`src/design/memmap_pkg.sv`:
```
package memmap_pkg;

  // ----------------------------------------
  // Register bus map
  // ----------------------------------------
  localparam logic [7:0] OFS_CTRL = 8'h00;
  localparam logic [7:0] OFS_BANK = 8'h04;
  localparam logic [7:0] OFS_STAT = 8'h08;
  localparam int CTRL_ROM_EN_BIT = 1;
  localparam int CTRL_ISP_BIT = 2;
  localparam logic RST_ROM_EN = 1'b1;
  localparam logic [1:0] RST_CODE_BANK = 2'h0;
  localparam logic [1:0] RST_WORK_BANK = 2'h0;
  localparam logic [1:0] ISP_PINS = 2'h3;
  localparam logic [1:0] BANK_ONE = 2'h1;

  // ----------------------------------------
  // Program space
  // ----------------------------------------
  localparam logic [15:0] CODE_BANKED_BASE = 16'h8000;
  localparam logic [15:0] CODE_ROM_BASE = 16'hFC00;
  localparam logic [17:0] PHYS_BANK1_BASE = 18'h10000;
  localparam logic [17:0] PHYS_ROM_BASE = 18'h20000;

  // ----------------------------------------
  // Data space
  // ----------------------------------------
  localparam logic [15:0] XD_RAM_END = 16'h1FFF;
  localparam logic [15:0] XD_MACR_END = 16'h21FF;
  localparam logic [15:0] XD_PHY_END = 16'h22FF;
  localparam logic [15:0] XD_MACM_END = 16'h24FF;
  localparam logic [15:0] XD_PERI_END = 16'h27FF;

  // ----------------------------------------
  // Internal register space
  // ----------------------------------------
  localparam logic [7:0] GPR_BIT_BASE = 8'h20;
  localparam logic [7:0] GPR_DATA_BASE = 8'h30;
  localparam logic [7:0] SFR_BASE = 8'h80;
  localparam int PSW_RS_LSB = 3;

  typedef enum logic [3:0] {
    IK_DIRECT = 4'h1,
    IK_INDIRECT = 4'h2,
    IK_WORKREG = 4'h4,
    IK_BIT = 4'h8
  } int_kind_t;

  typedef struct packed {
    logic app_ram;
    logic mac_regs;
    logic phy_regs;
    logic mac_mem;
    logic periph_regs;
    logic unmapped;
  } xdata_sel_t;

  typedef struct packed {
    logic reg_bank;
    logic bit_area;
    logic data_ram;
    logic special_function_space;
    logic unmapped;
  } int_sel_t;

endpackage

```
`src/design/memmap_decoder.sv`:
```
`timescale 1ns/100ps
module memmap_decoder
  import memmap_pkg::*;
(
  input wire logic pclk,
  input wire logic presetn,
  input wire logic psel,
  input wire logic penable,
  input wire logic pwrite,
  input wire logic [7:0] paddr,
  input wire logic [31:0] pwdata,
  output logic pready,
  output logic [31:0] prdata,
  output logic pslverr,
  input wire logic [1:0] mode_select_pins,
  input wire logic [7:0] processor_status_word,
  input wire logic code_req,
  input wire logic [15:0] code_addr,
  output logic code_valid,
  output logic code_rom_sel,
  output logic [17:0] code_phys_addr,
  input wire logic xdata_req,
  input wire logic xdata_wr,
  input wire logic [15:0] xdata_addr,
  input wire logic [7:0] xdata_rdata_in,
  output logic xdata_valid,
  output logic xdata_wr_en,
  output memmap_pkg::xdata_sel_t xdata_sel,
  output logic [7:0] xdata_rdata,
  input wire logic int_req,
  input wire memmap_pkg::int_kind_t int_kind,
  input wire logic [7:0] int_addr,
  output logic int_valid,
  output memmap_pkg::int_sel_t int_sel,
  output logic [7:0] int_byte_addr,
  output logic [2:0] int_bit_pos,
  output logic int_bit_op
);
  import memmap_pkg::*;

  // ----------------------------------------
  // Register bus slave
  // ----------------------------------------
  logic pready_ff, pslverr_ff;
  logic [31:0] prdata_ff;
  logic rom_en_ff, isp_ff;
  logic [1:0] code_bank_ff, work_bank_ff;
  logic [1:0] pins_meta_ff, pins_sync_ff;

  // One wait state: the answer comes on the second access cycle
  wire access = psel && penable;
  wire done = access && pready_ff;
  wire hit_ctrl = paddr == OFS_CTRL;
  wire hit_bank = paddr == OFS_BANK;
  wire hit_stat = paddr == OFS_STAT;
  wire hit_any = hit_ctrl || hit_bank || hit_stat;
  wire wr_ctrl = done && pwrite && hit_ctrl;
  wire wr_bank = done && pwrite && hit_bank;
  wire [31:0] rd_ctrl = {29'h0, isp_ff, rom_en_ff, 1'b0};
  wire [31:0] rd_bank = {30'h0, code_bank_ff};
  wire [31:0] rd_stat = {28'h0, pins_sync_ff, work_bank_ff};
  wire [31:0] rd_mux = hit_ctrl ? rd_ctrl : hit_bank ? rd_bank : hit_stat ? rd_stat : 32'h0;
  wire nxt_pready = access && !pready_ff;

  always_ff @(posedge pclk or negedge presetn)
  begin
    if (!presetn)
    begin
      pready_ff <= 1'b0;
      pslverr_ff <= 1'b0;
      prdata_ff <= 32'h0;
    end
    else
    begin
      pready_ff <= nxt_pready;
      pslverr_ff <= nxt_pready && !hit_any;
      prdata_ff <= (nxt_pready && !pwrite) ? rd_mux : 32'h0;
    end
  end

  assign pready = pready_ff;
  assign pslverr = pslverr_ff;
  assign prdata = prdata_ff;

  // ----------------------------------------
  // Control bits
  // ----------------------------------------
  // Mode pins are asynchronous; only the second stage is read
  always_ff @(posedge pclk or negedge presetn)
  begin
    if (!presetn)
    begin
      pins_meta_ff <= 2'h0;
      pins_sync_ff <= 2'h0;
      isp_ff <= 1'b0;
      rom_en_ff <= RST_ROM_EN;
      code_bank_ff <= RST_CODE_BANK;
      work_bank_ff <= RST_WORK_BANK;
    end
    else
    begin
      pins_meta_ff <= mode_select_pins;
      pins_sync_ff <= pins_meta_ff;
      isp_ff <= pins_sync_ff == ISP_PINS;
      if (wr_ctrl)
        rom_en_ff <= pwdata[CTRL_ROM_EN_BIT];
      if (wr_bank)
        code_bank_ff <= pwdata[1:0];
      work_bank_ff <= processor_status_word[PSW_RS_LSB +: 2];
    end
  end

  // ----------------------------------------
  // Program space decode
  // ----------------------------------------
  // Values 2 and 3 behave as bank zero so a stray write cannot hang fetches
  wire bank1 = code_bank_ff == BANK_ONE;
  wire in_banked = code_addr >= CODE_BANKED_BASE;
  wire in_rom = rom_en_ff && (code_addr >= CODE_ROM_BASE);
  wire [17:0] flash_lin = {2'h0, code_addr};
  wire [17:0] flash_b1 = PHYS_BANK1_BASE | {3'h0, code_addr[14:0]};
  wire [17:0] flash_addr = (in_banked && bank1) ? flash_b1 : flash_lin;
  wire [17:0] rom_addr = PHYS_ROM_BASE | {8'h0, code_addr[9:0]};
  wire [17:0] nxt_code_phys = in_rom ? rom_addr : flash_addr;

  logic code_valid_ff, code_rom_ff;
  logic [17:0] code_phys_ff;

  always_ff @(posedge pclk or negedge presetn)
  begin
    if (!presetn)
    begin
      code_valid_ff <= 1'b0;
      code_rom_ff <= 1'b0;
      code_phys_ff <= 18'h0;
    end
    else
    begin
      code_valid_ff <= code_req;
      code_rom_ff <= code_req && in_rom;
      code_phys_ff <= code_req ? nxt_code_phys : 18'h0;
    end
  end

  assign code_valid = code_valid_ff;
  assign code_rom_sel = code_rom_ff;
  assign code_phys_addr = code_phys_ff;

  // ----------------------------------------
  // Data space decode
  // ----------------------------------------
  xdata_sel_t nxt_xsel;
  assign nxt_xsel.app_ram = xdata_addr <= XD_RAM_END;
  assign nxt_xsel.mac_regs = !nxt_xsel.app_ram && xdata_addr <= XD_MACR_END;
  assign nxt_xsel.phy_regs = xdata_addr > XD_MACR_END && xdata_addr <= XD_PHY_END;
  assign nxt_xsel.mac_mem = xdata_addr > XD_PHY_END && xdata_addr <= XD_MACM_END;
  assign nxt_xsel.periph_regs = xdata_addr > XD_MACM_END && xdata_addr <= XD_PERI_END;
  assign nxt_xsel.unmapped = xdata_addr > XD_PERI_END;

  logic xdata_valid_ff, xdata_wr_ff;
  xdata_sel_t xdata_sel_ff;
  logic [7:0] xdata_rdata_ff;

  // Read data is passed one cycle after the select, masked when unmapped
  always_ff @(posedge pclk or negedge presetn)
  begin
    if (!presetn)
    begin
      xdata_valid_ff <= 1'b0;
      xdata_wr_ff <= 1'b0;
      xdata_sel_ff <= '0;
      xdata_rdata_ff <= 8'h00;
    end
    else
    begin
      xdata_valid_ff <= xdata_req;
      xdata_wr_ff <= xdata_req && xdata_wr && !nxt_xsel.unmapped;
      xdata_sel_ff <= xdata_req ? nxt_xsel : '0;
      xdata_rdata_ff <= xdata_sel_ff.unmapped ? 8'h00 : xdata_rdata_in;
    end
  end

  assign xdata_valid = xdata_valid_ff;
  assign xdata_wr_en = xdata_wr_ff;
  assign xdata_sel = xdata_sel_ff;
  assign xdata_rdata = xdata_rdata_ff;

  // ----------------------------------------
  // Internal register space decode
  // ----------------------------------------
  // Indirect access never reaches the SFRs; direct from 0x80 does
  wire is_bit = int_kind == IK_BIT;
  wire bit_sfr = is_bit && int_addr[7];
  wire [7:0] bit_byte_gpr = GPR_BIT_BASE | {4'h0, int_addr[6:3]};
  wire [7:0] bit_byte_sfr = {int_addr[7:3], 3'h0};
  wire [7:0] wreg_addr = {3'h0, work_bank_ff, int_addr[2:0]};
  wire [7:0] byte_addr = is_bit ? (bit_sfr ? bit_byte_sfr : bit_byte_gpr) :
                         (int_kind == IK_WORKREG) ? wreg_addr : int_addr;
  wire hi_half = byte_addr >= SFR_BASE;
  wire kind_ok = int_kind == IK_DIRECT || int_kind == IK_INDIRECT ||
                 int_kind == IK_WORKREG || is_bit;

  int_sel_t nxt_isel;
  assign nxt_isel.special_function_space = kind_ok && hi_half && int_kind != IK_INDIRECT;
  assign nxt_isel.unmapped = !kind_ok || (hi_half && int_kind == IK_INDIRECT);
  assign nxt_isel.reg_bank = kind_ok && byte_addr < GPR_BIT_BASE;
  assign nxt_isel.bit_area = kind_ok && byte_addr >= GPR_BIT_BASE &&
                             byte_addr < GPR_DATA_BASE;
  assign nxt_isel.data_ram = kind_ok && byte_addr >= GPR_DATA_BASE && !hi_half;

  logic int_valid_ff, int_bit_ff;
  int_sel_t int_sel_ff;
  logic [7:0] int_byte_ff;
  logic [2:0] int_pos_ff;

  always_ff @(posedge pclk or negedge presetn)
  begin
    if (!presetn)
    begin
      int_valid_ff <= 1'b0;
      int_bit_ff <= 1'b0;
      int_sel_ff <= '0;
      int_byte_ff <= 8'h00;
      int_pos_ff <= 3'h0;
    end
    else
    begin
      int_valid_ff <= int_req;
      int_bit_ff <= int_req && is_bit;
      int_sel_ff <= int_req ? nxt_isel : '0;
      int_byte_ff <= int_req ? byte_addr : 8'h00;
      int_pos_ff <= (int_req && is_bit) ? int_addr[2:0] : 3'h0;
    end
  end

  assign int_valid = int_valid_ff;
  assign int_sel = int_sel_ff;
  assign int_byte_addr = int_byte_ff;
  assign int_bit_pos = int_pos_ff;
  assign int_bit_op = int_bit_ff;
endmodule

```
`config.mk`:
```
export PLATFORM = sky130hd
export DESIGN_NAME = memmap_decoder
export DESIGN_NICKNAME = d
export VERILOG_FILES = /design/src/design/memmap_pkg.sv /design/src/design/memmap_decoder.sv
export SDC_FILE = /design/constraint.sdc
export NUM_CORES = 1
export LEC_CHECK = 0
export ABC_CLOCK_PERIOD_IN_PS = 1900
export BUFFER_PORTS_ARGS = -buffer_cell sky130_fd_sc_hd__buf_2
export CAP_MARGIN = 10
export CORE_MARGIN = 2
export CORE_UTILIZATION = 30
export CTS_CLUSTER_SIZE = 14
export DETAILED_ROUTE_END_ITERATION = 10
export RECOVER_POWER = 50
export SETUP_SLACK_MARGIN = 0.02
export SLEW_MARGIN = 20
export SYNTH_ARGS = -nofsm -noshare
export SYNTH_HDL_FRONTEND = slang
export SYNTH_SLANG_ARGS = --single-unit
```
`constraint.sdc`:
```
create_clock -name pclk -period 1.9 [get_ports pclk]
set_clock_uncertainty 0.15 [all_clocks]
set_input_delay 0.38 -clock pclk [delete_from_list [all_inputs] [get_ports pclk]]
set_output_delay 0.38 -clock pclk [all_outputs]
set_load 0.01 [all_outputs]
```
### Yosys cells after proc, flatten, opt, wreduce, memory -nomap -nowiden

Cells that the tools add are included.
W data, S select, Z words.

| word-level totals | value |
|---|---|
| bits in registers | 70 |
| input port bits | 111 |
| word-level logic and storage cells | 111 |

| cells by class | value |
|---|---|
| $lt $le $gt $ge | 16 |
| equal/unequal tests | 9 |
| mux-type cells | 15 |
| reduce and logical (&&, ||, !) cells | 41 |

Operators with widths:

| operator | count |
|---|---|
| $gt A16 B14 Y1 const B | 4 |
| $le A16 B14 Y1 const B | 4 |
| $mux W8 | 5 |
| $mux W18 | 2 |
| $ge A16 B16 Y1 const B | 2 |
| $logic_and A1 B1 Y1 | 27 |
| $mux W17 | 1 |
| $ge A8 B6 Y1 const B | 2 |
| $le A16 B13 Y1 const B | 1 |
| $lt A8 B6 Y1 const B | 2 |
| $mux W4 | 4 |
| $eq A8 B3 Y1 const B | 1 |
| $eq A8 B4 Y1 const B | 1 |
| $ge A8 B8 Y1 const B | 1 |
| $logic_not A8 Y1 | 1 |
| $logic_not A1 Y1 | 7 |
| $logic_or A1 B1 Y1 | 6 |
| $mux W6 | 1 |
| $mux W5 | 1 |
| $eq A4 B1 Y1 const B | 1 |
| $eq A4 B2 Y1 const B | 1 |
| $eq A4 B3 Y1 const B | 1 |
| $eq A4 B4 Y1 const B | 1 |
| $ne A4 B2 Y1 const B | 1 |
| other kinds (3) | 3 |

### Longest topological paths before layout

| depth | value |
|---|---|
| depth in word-level cells | 8 |
| depth in mapped cells | 5 |
| mapped depth without buffers | 3 |

### Least setup slack after synthesis

OpenSTA, ideal clock, no wires.

| timing path | value |
|---|---|
| path kind | in2reg |
| start | input int_kind[1] |
| end | register int_byte_ff[4], in the netlist int_byte_addr[4] |
| setup time | 0.125 ns |
| arrival | 1.342 ns |
| required time | 1.625 ns |
| slack | 0.283 ns |
| stages | 5 |
| cells stage by stage | buf_4 or4b_1 buf_2 o211ai_2 a21boi_1 |

| between the ends | value |
|---|---|
| longest elaborated chain between the ends | 5 |
| elaborated cells on any way between the ends | 7 |

RTL lines:

| element | line | source |
|---|---|---|
| from (decl) | memmap_decoder.sv:31 | `input wire memmap_pkg::int_kind_t int_kind,` |
| $eq A4 B4 Y1 | memmap_decoder.sv:192 | `wire is_bit = int_kind == IK_BIT;` |
| $logic_and A1 B1 Y1 | memmap_decoder.sv:193 | `wire bit_sfr = is_bit && int_addr[7];` |
| $mux W8 | memmap_decoder.sv:197 | `wire [7:0] byte_addr = is_bit ? (bit_sfr ? bit_byte_sfr : bit_byte_gpr) :` |
| $mux W8 (*) | memmap_decoder.sv:197 |  |
| $mux W8 (*) | memmap_decoder.sv:231 | `int_byte_ff <= int_req ? byte_addr : 8'h00;` |
| to (signal assigned) | memmap_decoder.sv:231 |  |
| to (decl) | memmap_decoder.sv:213 | `logic [7:0] int_byte_ff;` |

Mark *: on every way between the ends. The rest lies on a longest branch, timed or not.
A chain may end at the register's enable or synchronous reset.

### Worst setup path in the final report

| timing path | value |
|---|---|
| start | register xdata_sel_ff (netlist bit xdata_sel[0]) |
| end | output xdata_sel[0] (netlist bit) |

RTL lines:

| element | line | source |
|---|---|---|
| from (decl) | memmap_decoder.sv:161 | `xdata_sel_t xdata_sel_ff;` |
| from (signal assigned) | memmap_decoder.sv:178 | `xdata_sel_ff <= xdata_req ? nxt_xsel : '0;` |
| to (decl) | memmap_decoder.sv:28 | `output memmap_pkg::xdata_sel_t xdata_sel,` |

No word-level cell between the ends.

==> out/results.tsv <==
stage	metric	value	unit
cells_and_area	drive_above_1_share	0.3862	
drt	viasPerCell	4.348	
critical_path	worstSetupPathType	flip-flop to output port	
logic_synthesis	synthTopCellsByArea	dfrtp_1, buf_4, and2_1	
clock_network	cts_buffer_depth	2	
logic_synthesis	synth_top_cell_area_share	0.6015	
drt	drt_iter0_markers	22	
placed_design	dp_hpwl	4640	microns
placed_design	dp_cells	468	
cells_and_area	n_antenna_cell	0	
logic_synthesis	synth_seq_area_share	0.6108	
logic_synthesis	async_flop_share	1.000	
logic_synthesis	synthCells	239	
critical_path	cp.arrival	1020	ps
placed_design	gp_congestion	0.8170	
clock_network	clk_latency	330	ps
die	fp.dieH	101.1	microns
grt	grt_pass1_wl	9577	microns
job	drv_cap	0	
power	power.density_cell_area	819.6	mW/mm^2
critical_path	slowest_stage	dfrtp_1	
logic_synthesis	synth_area_leader_cell	dfrtp_1	
clock_network	post_cts_buffers	0	
critical_path	cp-start-kind	flip-flop	
timing	relSlewSlack	0.6496	
logic_synthesis	synthDistinctLibCells	45	
die	die_area	0.01022	sq mm
critical_path	cp_max_fo	9	
drt	wl_per_cell	12.57	microns
clock_network	cts_buffers	9	
logic_synthesis	synth_flop_cell	dfrtp_1	
logic_synthesis	yosys_warnings	0	
grt	grt_antenna_before_repair	0	
logic_synthesis	syn_area	0.002829	sq mm
logic_synthesis	synthTopCellsByCount	dfrtp_1, buf_4, nor2_1, and2_1, nor2b_1	
die	fp.dieW	101.1	microns
logic_synthesis	synth_most_common_cell	dfrtp_1	
timing	setup_violations	0	
grt	track_usage	0.1211	
die	num_rows	35	
timing	max_clock_freq	0.6452	GHz
timing	drv_slew	0	
die	ios	199	
hold_path	hold_path_class	input port to flip-flop	
drt	ant_nets	0	
clock_network	cts_sinks	69	
timing	setup-tns-final	0	ps
clock_network	cts_root_buf	clkbuf_8	
logic_synthesis	synth.avg_cell_area	11.84	sq um
run_status	outcome	completed	
critical_path	path_cells	buf_2	
power	vdd_ir_drop_max	0.0003644	V
clock_network	clk_pin_slew_worst_paths	70	ps
grt	grt_max_degree	70	
drt	drt-total-wl	6149	microns
logic_synthesis	synth_edf_count	0	
grt	grt_pass1_vias	2017	
die	core-area	0.009196	sq mm
drt	remaining_drc_errors	0	
clock_network	h-tree-depth	3	
timing	finalCritPeriodShare	0.8158	
cells_and_area	fin_cells	489	
clock_network	tritoncts	yes	
critical_path	cp.required	1370	ps
timing	rsz0062_at_grt	no	
timing	worst_pin_slew	525.6	ps
cells_and_area	syn_to_final_growth	30.69	%
critical_path	cpPeakStageDelay	500	ps
critical_path	cpLargestDelayFamily	flip-flops	
critical_path	cp-end-kind	output port	
placed_design	io_buffers	126	
drt	dr_total_vias	2126	
timing	hold_violations	0	
power	p_leak	0.001981	uW
die	start_util	0.3076	
drt	dr.pass1.iters	4	
grt	overflow	0	
timing	period_minus_slack	1550	ps
cells_and_area	nets	484	
logic_synthesis	yosys_register_bits	69	
critical_path	critPathBufInv	1	
==> per-stage QoR <==
step | worst slack [ps] | utilization | instance area, sq um | hold WS, ps | power, uW
finish | 350.0 | 0.4020 | 3697 | 83.58 | 3030
global route | 271.9 | 0.4020 | 3697 | 74.99 | 3180
CTS | 295.3 | 0.4034 | 3710 | 34.50 | 3095
detailed placement | 126.4 | 0.3770 | 3467 | 192.6 | 1912
global placement | 147.4 | 0.3770 | 3467 | 185.7 | 1906
floorplan | 283.2 | - | 2930 | -65.59 | 1771
==> repair_timing <==
item	CTS	global route
hold endpoints to repair	72	0
hold buffers	5	0
resized for setup	0	0
==> kinds of logic after synthesis <==
logic type,synth area share
AO/OA/AOI/OAI,0.05927
XOR/XNOR,0.006193
buffers and inverters,0.1066
flip-flops,0.6108
multiplexers,0.01902
other,0.001326
AND/OR/NAND/NOR,0.1968
==> worst paths after layout <==
check                                      from  slack [ps]                 end  cells after the start
worst max register to register           pready         430     code_bank_ff[1]                      3
worst max-delay path               xdata_sel[0]         350        xdata_sel[0]                      1
min in group asynchronous               presetn         490  code_phys_addr[10]                      3
max in group asynchronous               presetn         800           rom_en_ff                      3
worst min-delay path                  xdata_req          80         xdata_valid                      1
worst min register to register  pins_meta_ff[0]         210     pins_sync_ff[0]                      0
==> metal layers <==
metal	vias to the layer above	wire [microns]	GRT usage
li1	1013	-	-
met1	1006	2606	0.1515
met4	0	53	0.05821
met3	6	517	0.03398
met2	101	2972	0.1936
met5	-	0	0
==> power breakdown <==
| group | switching [uW] | total (uW) | internal, uW |
|---|---|---|---|
| Clock | 508 | 1150 | 639 |
| Sequential | 20.1 | 1550 | 1530 |
| Combinational | 198 | 338 | 139 |
==> placed cells by master (no fill, tap or decap), types with 2 or more instances in the layout <==
cell type,instances
conb_1,28
and2_0,8
clkbuf_8,10
nand3b_1,2
a21oi_1,5
buf_2,121
nor3b_1,3
dlygate4sd3_1,5
and3_1,3
nor4b_1,4
a211oi_1,2
dfrtp_1,68
inv_1,9
nor4_1,3
and2_1,4
nor3_1,5
nand4_1,3
clkbuf_1,7
a21boi_0,4
nand3_1,6
clkinv_2,2
buf_4,2
nand2_1,11
nor2_1,18
and4_1,3
nor2b_1,12
mux2i_1,2
mux2_2,3
o21ai_0,4
==> layout make-up <==
class	instances	area [sq um]
clock buffers	12	145.1
clock inverters	4	47.55
fillers	935	5499
inverters	9	33.78
multi-input cells	150	894.6
flip-flops and latches	69	1728
well taps	111	138.9
repair buffers	134	709.4
==> sequential cells by signal (all words and copies together) (netlist names), 3 cells and up <==
register / cells
prdata: 4
int_byte_addr: 8
int_sel: 5
xdata_sel: 6
code_phys_addr: 18
xdata_rdata: 8
int_bit_pos: 3
No activity file was read; power rests on OpenSTA's default activity.
